File: src/adc_ctl_consts.vh
// Constants for the converter control and flag block
`ifndef ADC_CTL_CONSTS_VH
`define ADC_CTL_CONSTS_VH

// Register word offsets inside one 16-byte register page
`define OFF_CTL2 4'h0
`define OFF_CTL3 4'h4
`define OFF_CTL4 4'h8
`define OFF_CTL5 4'hC
// Second register page inside the block set
`define OFF_STAT 4'h0
`define OFF_PORT 4'h4
`define OFF_RSLT 4'h8
// Block layout: bit 4 selects the page, bit 5 selects the instance
`define PAGE_BIT 4
`define INST_BIT 5
`define RSLT_SEL_LSB 2

// Control two field positions
`define C2_PWR 7
`define C2_FAST_FLAG_CLEAR 6
`define C2_HALTW 5
`define C2_JUST 4
`define C2_IE 1
`define C2_IFLAG 0
// Control four field position
`define C4_RESOLUTION_SELECT 7
// Control five sequence start pattern
`define C5_CHAN_LSB 0
`define C5_CHAN_MSB 2

// Reset values
`define CTL_RESET 8'h00

// Conversion length in clocks
`define CONV_CYCLES 8'h0E

// AHB transfer type
`define HTRANS_NONSEQ 2'h2

`endif

File: src/adc_control_flags_port.v
// Two-instance converter control, flags, justification and digital input port
`timescale 1ns/1ps
`default_nettype none
// How it works
// - Eight-bit input-only port, no direction register
// - Analog pins also readable as digital levels
// - Port reads never disturb running conversions
// - Two instances, each 32-byte register block
// - Control two/three writes never restart sequences
// - Clearing power-up aborts and powers down
// - Normal clear: status read then result read
// - Fast clear: any result access clears
// - Normal mode: new sequence clears sequence flag
// - Fast mode: first result read clears it
// - Wait halt bit freezes converter in wait
// - Ten-bit results at bits 6-15 or 0-9
// - Eight-bit results in high or low byte
// - Enable gates sequence-done interrupt request
// - Interrupt flag holds until clear, restart, reset
// - Interrupt flag ignores software writes
// - Module reset cancels pending interrupt
// - Control four/five write restarts and clears flags

`include "adc_ctl_consts.vh"

module adc_control_flags_port #(
    parameter NUM_CONV = 4,
    parameter CONV_CYCLES = 14
)
(
    // Clock and reset
    input wire mclk,
    input wire rst_n,
    // AHB-Lite slave
    input wire hsel,
    input wire [7:0] haddr,
    input wire [1:0] htrans,
    input wire hwrite,
    input wire [2:0] hsize,
    input wire [31:0] hwdata,
    input wire hready,
    output reg [31:0] hrdata,
    output reg hreadyout,
    output reg hresp,
    // Analog pins seen digitally, one byte per instance
    input wire [7:0] pin_level_0,
    input wire [7:0] pin_level_1,
    // Converter result words from the analog core, one per instance
    input wire [9:0] sar_result_0,
    input wire [9:0] sar_result_1,
    // Processor wait mode
    input wire cpu_wait,
    // Interrupt requests and power state per instance
    output reg [1:0] irq,
    output reg [1:0] analog_powered
);

    ////////////////////////////////////////////////////////////////////////////
    // Address phase capture
    reg ap_valid_reg;
    reg ap_write_reg;
    reg [7:0] ap_addr_reg;
    wire take = hsel && hready && (htrans == `HTRANS_NONSEQ);

    always @(posedge mclk or negedge rst_n)
    begin
        if (!rst_n)
        begin
            ap_valid_reg <= 1'b0;
            ap_write_reg <= 1'b0;
            ap_addr_reg <= 8'h00;
            hreadyout <= 1'b1;
            hresp <= 1'b0;
        end
        else
        begin
            ap_valid_reg <= take;
            ap_write_reg <= hwrite;
            ap_addr_reg <= haddr;
            hreadyout <= 1'b1;
            hresp <= 1'b0;
        end
    end

    // Decoded data-phase strobes
    // two instance blocks
    wire ap_inst = ap_addr_reg[`INST_BIT];
    wire ap_page = ap_addr_reg[`PAGE_BIT];
    wire [3:0] ap_off = ap_addr_reg[3:0];
    wire wr_now = ap_valid_reg && ap_write_reg;
    wire rd_now = ap_valid_reg && !ap_write_reg;

    ////////////////////////////////////////////////////////////////////////////
    // Per-instance control and flag state
    reg [7:0] ctl2_reg [0:1];
    reg [7:0] ctl3_reg [0:1];
    reg [7:0] ctl4_reg [0:1];
    reg [7:0] ctl5_reg [0:1];
    reg [NUM_CONV-1:0] ccf_reg [0:1];
    reg [1:0] seq_done_reg;
    reg [1:0] iflag_reg;
    reg [NUM_CONV-1:0] stat_armed_reg [0:1];
    reg [1:0] first_read_reg;
    reg [1:0] busy_reg;
    reg [7:0] cyc_reg [0:1];
    reg [1:0] conv_idx_reg [0:1];
    reg [9:0] result_reg [0:1][0:NUM_CONV-1];

    integer i;
    integer k;
    integer j;

    always @(posedge mclk or negedge rst_n)
    begin
        if (!rst_n)
        begin
            for (i = 0; i < 2; i = i + 1)
            begin
                ctl2_reg[i] <= `CTL_RESET;
                ctl3_reg[i] <= `CTL_RESET;
                ctl4_reg[i] <= `CTL_RESET;
                ctl5_reg[i] <= `CTL_RESET;
                ccf_reg[i] <= {NUM_CONV{1'b0}};
                stat_armed_reg[i] <= {NUM_CONV{1'b0}};
                cyc_reg[i] <= 8'h00;
                conv_idx_reg[i] <= 2'b00;
                for (k = 0; k < NUM_CONV; k = k + 1)
                    result_reg[i][k] <= 10'h000;
            end
            seq_done_reg <= 2'b00;
            iflag_reg <= 2'b00;
            first_read_reg <= 2'b00;
            busy_reg <= 2'b00;
        end
        else
        begin
            for (i = 0; i < 2; i = i + 1)
            begin : inst
                reg sel;
                reg halted;
                reg rd_idx_ok;
                reg [1:0] ridx;
                reg done_now;
                sel = (ap_inst == i[0]);
                ridx = ap_off[3:2];
                halted = ctl2_reg[i][`C2_HALTW] && cpu_wait;
                rd_idx_ok = 1'b0;
                done_now = 1'b0;
                // Conversion engine: halted but not reset during wait
                // wait halt freeze
                if (busy_reg[i] && ctl2_reg[i][`C2_PWR] && !halted)
                begin
                    if (cyc_reg[i] == CONV_CYCLES[7:0] - 8'h01)
                    begin
                        cyc_reg[i] <= 8'h00;
                        result_reg[i][conv_idx_reg[i]] <= (i == 0) ? sar_result_0 : sar_result_1;
                        ccf_reg[i][conv_idx_reg[i]] <= 1'b1;
                        conv_idx_reg[i] <= conv_idx_reg[i] + 2'b01;
                        if (conv_idx_reg[i] == NUM_CONV[1:0] - 2'b01)
                        begin
                            busy_reg[i] <= 1'b0;
                            done_now = 1'b1;
                            seq_done_reg[i] <= 1'b1;
                            iflag_reg[i] <= 1'b1;
                        end
                    end
                    else
                        cyc_reg[i] <= cyc_reg[i] + 8'h01;
                end
                if (!ctl2_reg[i][`C2_PWR])
                    busy_reg[i] <= 1'b0;
                // Arm only the flags the status read shows set, so a later flag needs a fresh read
                // status read arming
                if (take && !hwrite && haddr[`INST_BIT] == i[0] && haddr[`PAGE_BIT] && haddr[3:0] == `OFF_STAT)
                    stat_armed_reg[i] <= ccf_reg[i];
                // Result access flag clearing
                if (ap_valid_reg && sel && ap_page && ap_off[3] && ccf_reg[i][ridx])
                begin
                    if (ctl2_reg[i][`C2_FAST_FLAG_CLEAR])
                        rd_idx_ok = 1'b1;
                    else if (rd_now && stat_armed_reg[i][ridx])
                        rd_idx_ok = 1'b1;
                end
                if (rd_idx_ok)
                begin
                    ccf_reg[i][ridx] <= 1'b0;
                    stat_armed_reg[i][ridx] <= 1'b0;
                    // A completion in the same cycle wins over the clear
                    // serviced clears flag
                    if (!done_now)
                        iflag_reg[i] <= 1'b0;
                end
                if (rd_now && sel && ap_page && ap_off[3] && ctl2_reg[i][`C2_FAST_FLAG_CLEAR] && first_read_reg[i]
                    && !done_now)
                begin
                    seq_done_reg[i] <= 1'b0;
                    first_read_reg[i] <= 1'b0;
                end
                // Register writes
                if (wr_now && sel && !ap_page)
                begin
                    if (ap_off == `OFF_CTL2)
                        ctl2_reg[i] <= {hwdata[7:1], 1'b0};
                    if (ap_off == `OFF_CTL3)
                        ctl3_reg[i] <= hwdata[7:0];
                    if (ap_off == `OFF_CTL4)
                        ctl4_reg[i] <= hwdata[7:0];
                    if (ap_off == `OFF_CTL5)
                        ctl5_reg[i] <= hwdata[7:0];
                    if (ap_off == `OFF_CTL4 || ap_off == `OFF_CTL5)
                    begin
                        busy_reg[i] <= 1'b1;
                        cyc_reg[i] <= 8'h00;
                        conv_idx_reg[i] <= 2'b00;
                        ccf_reg[i] <= {NUM_CONV{1'b0}};
                        seq_done_reg[i] <= 1'b0;
                        iflag_reg[i] <= 1'b0;
                        stat_armed_reg[i] <= {NUM_CONV{1'b0}};
                        first_read_reg[i] <= 1'b1;
                    end
                end
            end
        end
    end

    ////////////////////////////////////////////////////////////////////////////
    // Result justification
    function [15:0] justify;
        input [9:0] raw;
        input resolution_select;
        input right;
        begin
            case ({resolution_select, right})
                2'b00: justify = {raw[9:2], 8'h00};
                2'b01: justify = {8'h00, raw[9:2]};
                2'b10: justify = {raw, 6'h00};
                default: justify = {6'h00, raw};
            endcase
        end
    endfunction

    // Read mux, registered onto hrdata one cycle after the address phase
    reg [31:0] rd_mux;
    wire ci = haddr[`INST_BIT];
    always @*
    begin
        rd_mux = 32'h0000_0000;
        if (!haddr[`PAGE_BIT])
        begin
            case (haddr[3:0])
                `OFF_CTL2: rd_mux = {24'h000000, ctl2_reg[ci][7:1], iflag_reg[ci]};
                `OFF_CTL3: rd_mux = {24'h000000, ctl3_reg[ci]};
                `OFF_CTL4: rd_mux = {24'h000000, ctl4_reg[ci]};
                `OFF_CTL5: rd_mux = {24'h000000, ctl5_reg[ci]};
                default: rd_mux = 32'h0000_0000;
            endcase
        end
        else if (haddr[3])
            rd_mux = {16'h0000, justify(result_reg[ci][haddr[3:2]], ctl4_reg[ci][`C4_RESOLUTION_SELECT],
                                        ctl2_reg[ci][`C2_JUST])};
        else if (haddr[3:0] == `OFF_STAT)
            rd_mux = {23'h000000, seq_done_reg[ci], {(8 - NUM_CONV){1'b0}}, ccf_reg[ci]};
        else if (haddr[3:0] == `OFF_PORT)
            rd_mux = {24'h000000, ci ? pin_level_1 : pin_level_0};
    end

    // Read data and outputs, all from flip-flops
    always @(posedge mclk or negedge rst_n)
    begin
        if (!rst_n)
        begin
            hrdata <= 32'h0000_0000;
            irq <= 2'b00;
            analog_powered <= 2'b00;
        end
        else
        begin
            if (take && !hwrite)
                hrdata <= rd_mux;
            for (j = 0; j < 2; j = j + 1)
            begin
                irq[j] <= iflag_reg[j] && ctl2_reg[j][`C2_IE];
                analog_powered[j] <= ctl2_reg[j][`C2_PWR] && !(ctl2_reg[j][`C2_HALTW] && cpu_wait);
            end
        end
    end

endmodule
`default_nettype wire

File: config.mk
export PLATFORM = sky130hd
export DESIGN_NAME = adc_control_flags_port
export DESIGN_NICKNAME = d
export VERILOG_FILES = /design/src/adc_control_flags_port.v
export VERILOG_INCLUDE_DIRS = /design/src
export SDC_FILE = /design/constraint.sdc
export NUM_CORES = 1
export LEC_CHECK = 0
export BUFFER_PORTS_ARGS = -buffer_cell sky130_fd_sc_hd__buf_2
export CAP_MARGIN = 15
export CORE_MARGIN = 2
export CORE_UTILIZATION = 50
export DETAILED_ROUTE_END_ITERATION = 16
export PLACE_DENSITY = 0.81
export SLEW_MARGIN = 20
export SYNTH_ARGS = -nofsm -noshare
export SYNTH_HDL_FRONTEND = slang
export SYNTH_SLANG_ARGS = --single-unit
File: constraint.sdc
create_clock -name mclk -period 4.78 [get_ports mclk]
set_input_delay 0.239 -clock mclk [delete_from_list [all_inputs] [get_ports mclk]]
set_output_delay 0.239 -clock mclk [all_outputs]
set_load 0.1 [all_outputs]
==> metrics.md <==
| Metric | Value |
|---|---|
| Status | `finished, final reports clean` |
| Final period util | `58.46%` |
| Post-CTS Resized | `0` |
| CTS sink cnt | `178` |
| Flops & latches, synth | `178` |
| Leak pwr | `4.781 nW` |
| Clk slew on worst S/H paths | `0.06 ns` |
| IO Port Bufs | `77` |
| Worst-Skew Late Latency | `0.44 ns` |
| Filler cells | `1,394` |
| Max clock buf depth | `2` |
| Area Overhead vs Synth | `11.16%` |
| Aggregate negative setup slack | `0 ns` |
| Die Span X | `137.0 um` |
| Reg area | `0.004454 mm^2` |
| Crit path largest cell delay | `0.75 ns` |
| Unrepaired setup endpoints after global routing | `no` |
| CP endpoint kind | `register` |
| Die height | `137.0 um` |
| Global route overflow | `0` |
| Mapped Area | `0.008838 mm^2` |
| Worst slack at placement | `1.994 ns` |
| Layout Skew | `0.01052 ns` |
| Ant diodes | `0` |
| EDFF count, synth | `0` |
| CTS Hold Bufs | `5` |
| Worst EP required | `5.10 ns` |
| Total routed wirelength | `20,180 um` |
| Ys flop type | `dfrtp_1` |
| Startpoint types | `register` |
| Via density | `5.840` |
| Post-CTS Setup Bufs | `0` |
| Average size of a mapped cell | `12.55 um^2` |
| Die area | `0.01876 mm^2` |
| Asr flop ratio synth | `100.0%` |
| Largest register FFs | `44` |
| Global-route wire length before repair | `32,120 um` |
| Total GRT Usage | `22.67%` |
| Pre-antenna DRT Iters | `5` |
| Iter 0 DRT Violations | `430` |
| Worst slew margin | `36.59%` |
| Setup ws final | `1.986 ns` |
| I/O Pins | `125` |
| Core Region | `0.01730 mm^2` |
| Vias in the first global route | `6,091` |
| P per Cell Area | `317.3 mW/mm^2` |
| Final max-slew violation count | `0` |
| Final hold violation count | `0` |
| Ys Warns | `0` |
| CTS buffer count | `17` |
| Worst path slowest cell | `nor2b_1` |
| Peak supply drop | `236.6 uV` |
| Synth cell types | `69` |
| CTS tree | `built` |
| Post-placement cell area | `0.009289 mm^2` |
| Crit Path Category | `register to register` |
| Final Instance Area | `0.009824 mm^2` |
| # nets final | `875` |
| H-tree depth | `4` |
| Arrival time at the worst endpoint | `3.11 ns` |
| Share of cells above drive strength 1 | `31.81%` |
| Number of antenna violations at the first check in global routing | `0` |
| Row count | `48` |
| Setup Viol. Count Final | `0` |
| Worst Path Buf+Inv | `0` |
| CP Max Fanout | `13` |
| Pin count of the biggest net entering global routing | `96` |
| Ordered cell list for the critical path | `or2_1, nor4_4, and2_1, nor2b_1, mux2_2` |
| Synth Instances | `704` |
| Fin crit period | `2.794 ns` |
| Initial Utilization | `51.10%` |
| Area taken by multi-input logic gates | `0.004068 mm^2` |
| Hold Path Class | `primary input to register` |
| WL/cell | `19.96 um` |
| CTS root buf | `clkbuf_16` |
| DRC violations left | `0` |
| Worst-margin pin slew | `0.9439 ns` |
| Achievable Freq | `357.9 MHz` |
| Count of max-cap constraint violations | `0` |
| Detail Route Antenna Nets | `0` |
| Gpl congestion | `0.8716` |
| Crit path max-delay family | `simple AND/OR/NAND/NOR gates` |
| Sequential area share after synthesis | `50.40%` |
| Post-DP HPWL | `13,760 um` |
| Vias post-DR | `5,904` |
[worst reg2reg max path, stage by stage (launching register included)]
cell,delay [ns]
dfrtp_1,0.35
or2_1,0.31
nor4_4,0.33
and2_1,0.53
nor2b_1,0.75
mux2_2,0.42
[final timing paths]
path | start | endpoint | slack [ns] | cells past startpoint
min in group asynchronous | rst_n | result_reg[3] | 0.47 | 2
min reg2reg | hrdata[13] | hrdata[13] | 0.48 | 2
max in group asynchronous | rst_n | ap_valid_reg | 3.20 | 3
max | ap_addr_reg[1] | ctl4_reg[10] | 1.99 | 5
max reg2reg | ap_addr_reg[1] | ctl4_reg[10] | 1.99 | 5
min | sar_result_0[5] | result_reg[45] | 0.05 | 2
[per-stage QoR]
stage               cells  utilization (%)  power (mW)  hold WS, ns
CTS                  1011            56.80       3.137      0.03841
global placement      977            53.70       1.931       0.3894
detailed placement    977            53.70       1.939       0.3898
floorplan             720                -       1.842     -0.05659
global route         1011            56.80       3.227      0.04184
finish               1011            56.80       3.118      0.05157
[cell usage in the layout, fill, tap and decap left out, types with 13 or more instances in the layout]
master     Yosys  final
a21oi_1       29     29
nor2_1        44     44
buf_2         15     76
mux2i_1       27     27
mux2_2       103    103
nand4_1       13     13
nand2_1       36     36
inv_1         16     16
nand3_1       14     14
conb_1         2     18
clkbuf_16      0     17
dfrtp_1      178    178
mux4_2        16     16
[metal layers]
metal	part of all wire [%]	GRT usage, %
met4	2.1	8.419
met5	0	0
met2	49	36.29
met1	43	29.74
met3	5.9	5.963
[synth_stat cells (3+ instances only)]
cell | instances | area, um^2
nand2_4 | 4 | 45.04
a21o_1 | 4 | 30.03
mux4_1 | 8 | 210.2
buf_4 | 21 | 157.7
inv_1 | 16 | 60.06
and2_1 | 11 | 68.82
mux2_4 | 8 | 120.1
a211oi_1 | 3 | 22.52
nor2_1 | 44 | 165.2
xnor2_1 | 7 | 61.31
mux4_2 | 16 | 360.4
o21a_1 | 5 | 37.54
buf_2 | 15 | 75.07
clkbuf_1 | 9 | 33.78
o22ai_1 | 4 | 25.02
a31oi_1 | 4 | 25.02
o21ai_0 | 12 | 60.06
nand2_1 | 36 | 135.1
a22o_1 | 6 | 52.55
nor3_1 | 10 | 50.05
dfrtp_1 | 178 | 4454
nor2b_1 | 7 | 43.79
mux2_2 | 103 | 1160
nand3_1 | 14 | 70.07
nand4_1 | 13 | 81.33
ha_1 | 12 | 150.1
mux2_1 | 3 | 33.78
xor2_1 | 9 | 78.83
a32oi_1 | 3 | 26.28
a22oi_1 | 8 | 60.06
mux2i_1 | 27 | 270.3
nand2b_1 | 6 | 37.54
nand2_2 | 3 | 18.77
a21oi_1 | 29 | 145.1
[layout make-up]
cell class,count,share of cell area (%)
tap,225,2.866
clock buffer,23,4.559
timing repair buffer,86,4.801
inverter,17,0.6495
clock inverter,6,0.3821
sequential,178,45.34
multi-input combinational,476,41.40
[where the power goes]
| part | internal (mW) | switching, mW | total [mW] |
|---|---|---|---|
| registers | 1.54 | 0.0312 | 1.57 |
| clock network | 0.651 | 0.551 | 1.20 |
| logic | 0.0911 | 0.249 | 0.340 |
| total | 2.29 | 0.831 | 3.12 |
[kinds of logic (layout without fill, tap and decap cells)]
family | Yosys count | count (layout) | share of synthesized area, %
xor+xnor | 16 | 16 | 1.586
buf+inv | 66 | 132 | 4.261
simple gates | 172 | 172 | 10.59
fa+ha+maj | 12 | 12 | 1.699
other cells | 2 | 18 | 0.08497
mux | 165 | 165 | 24.38
flops | 178 | 178 | 50.40
compound gates | 93 | 93 | 7.008
No activity file was read; power rests on OpenSTA's default activity.
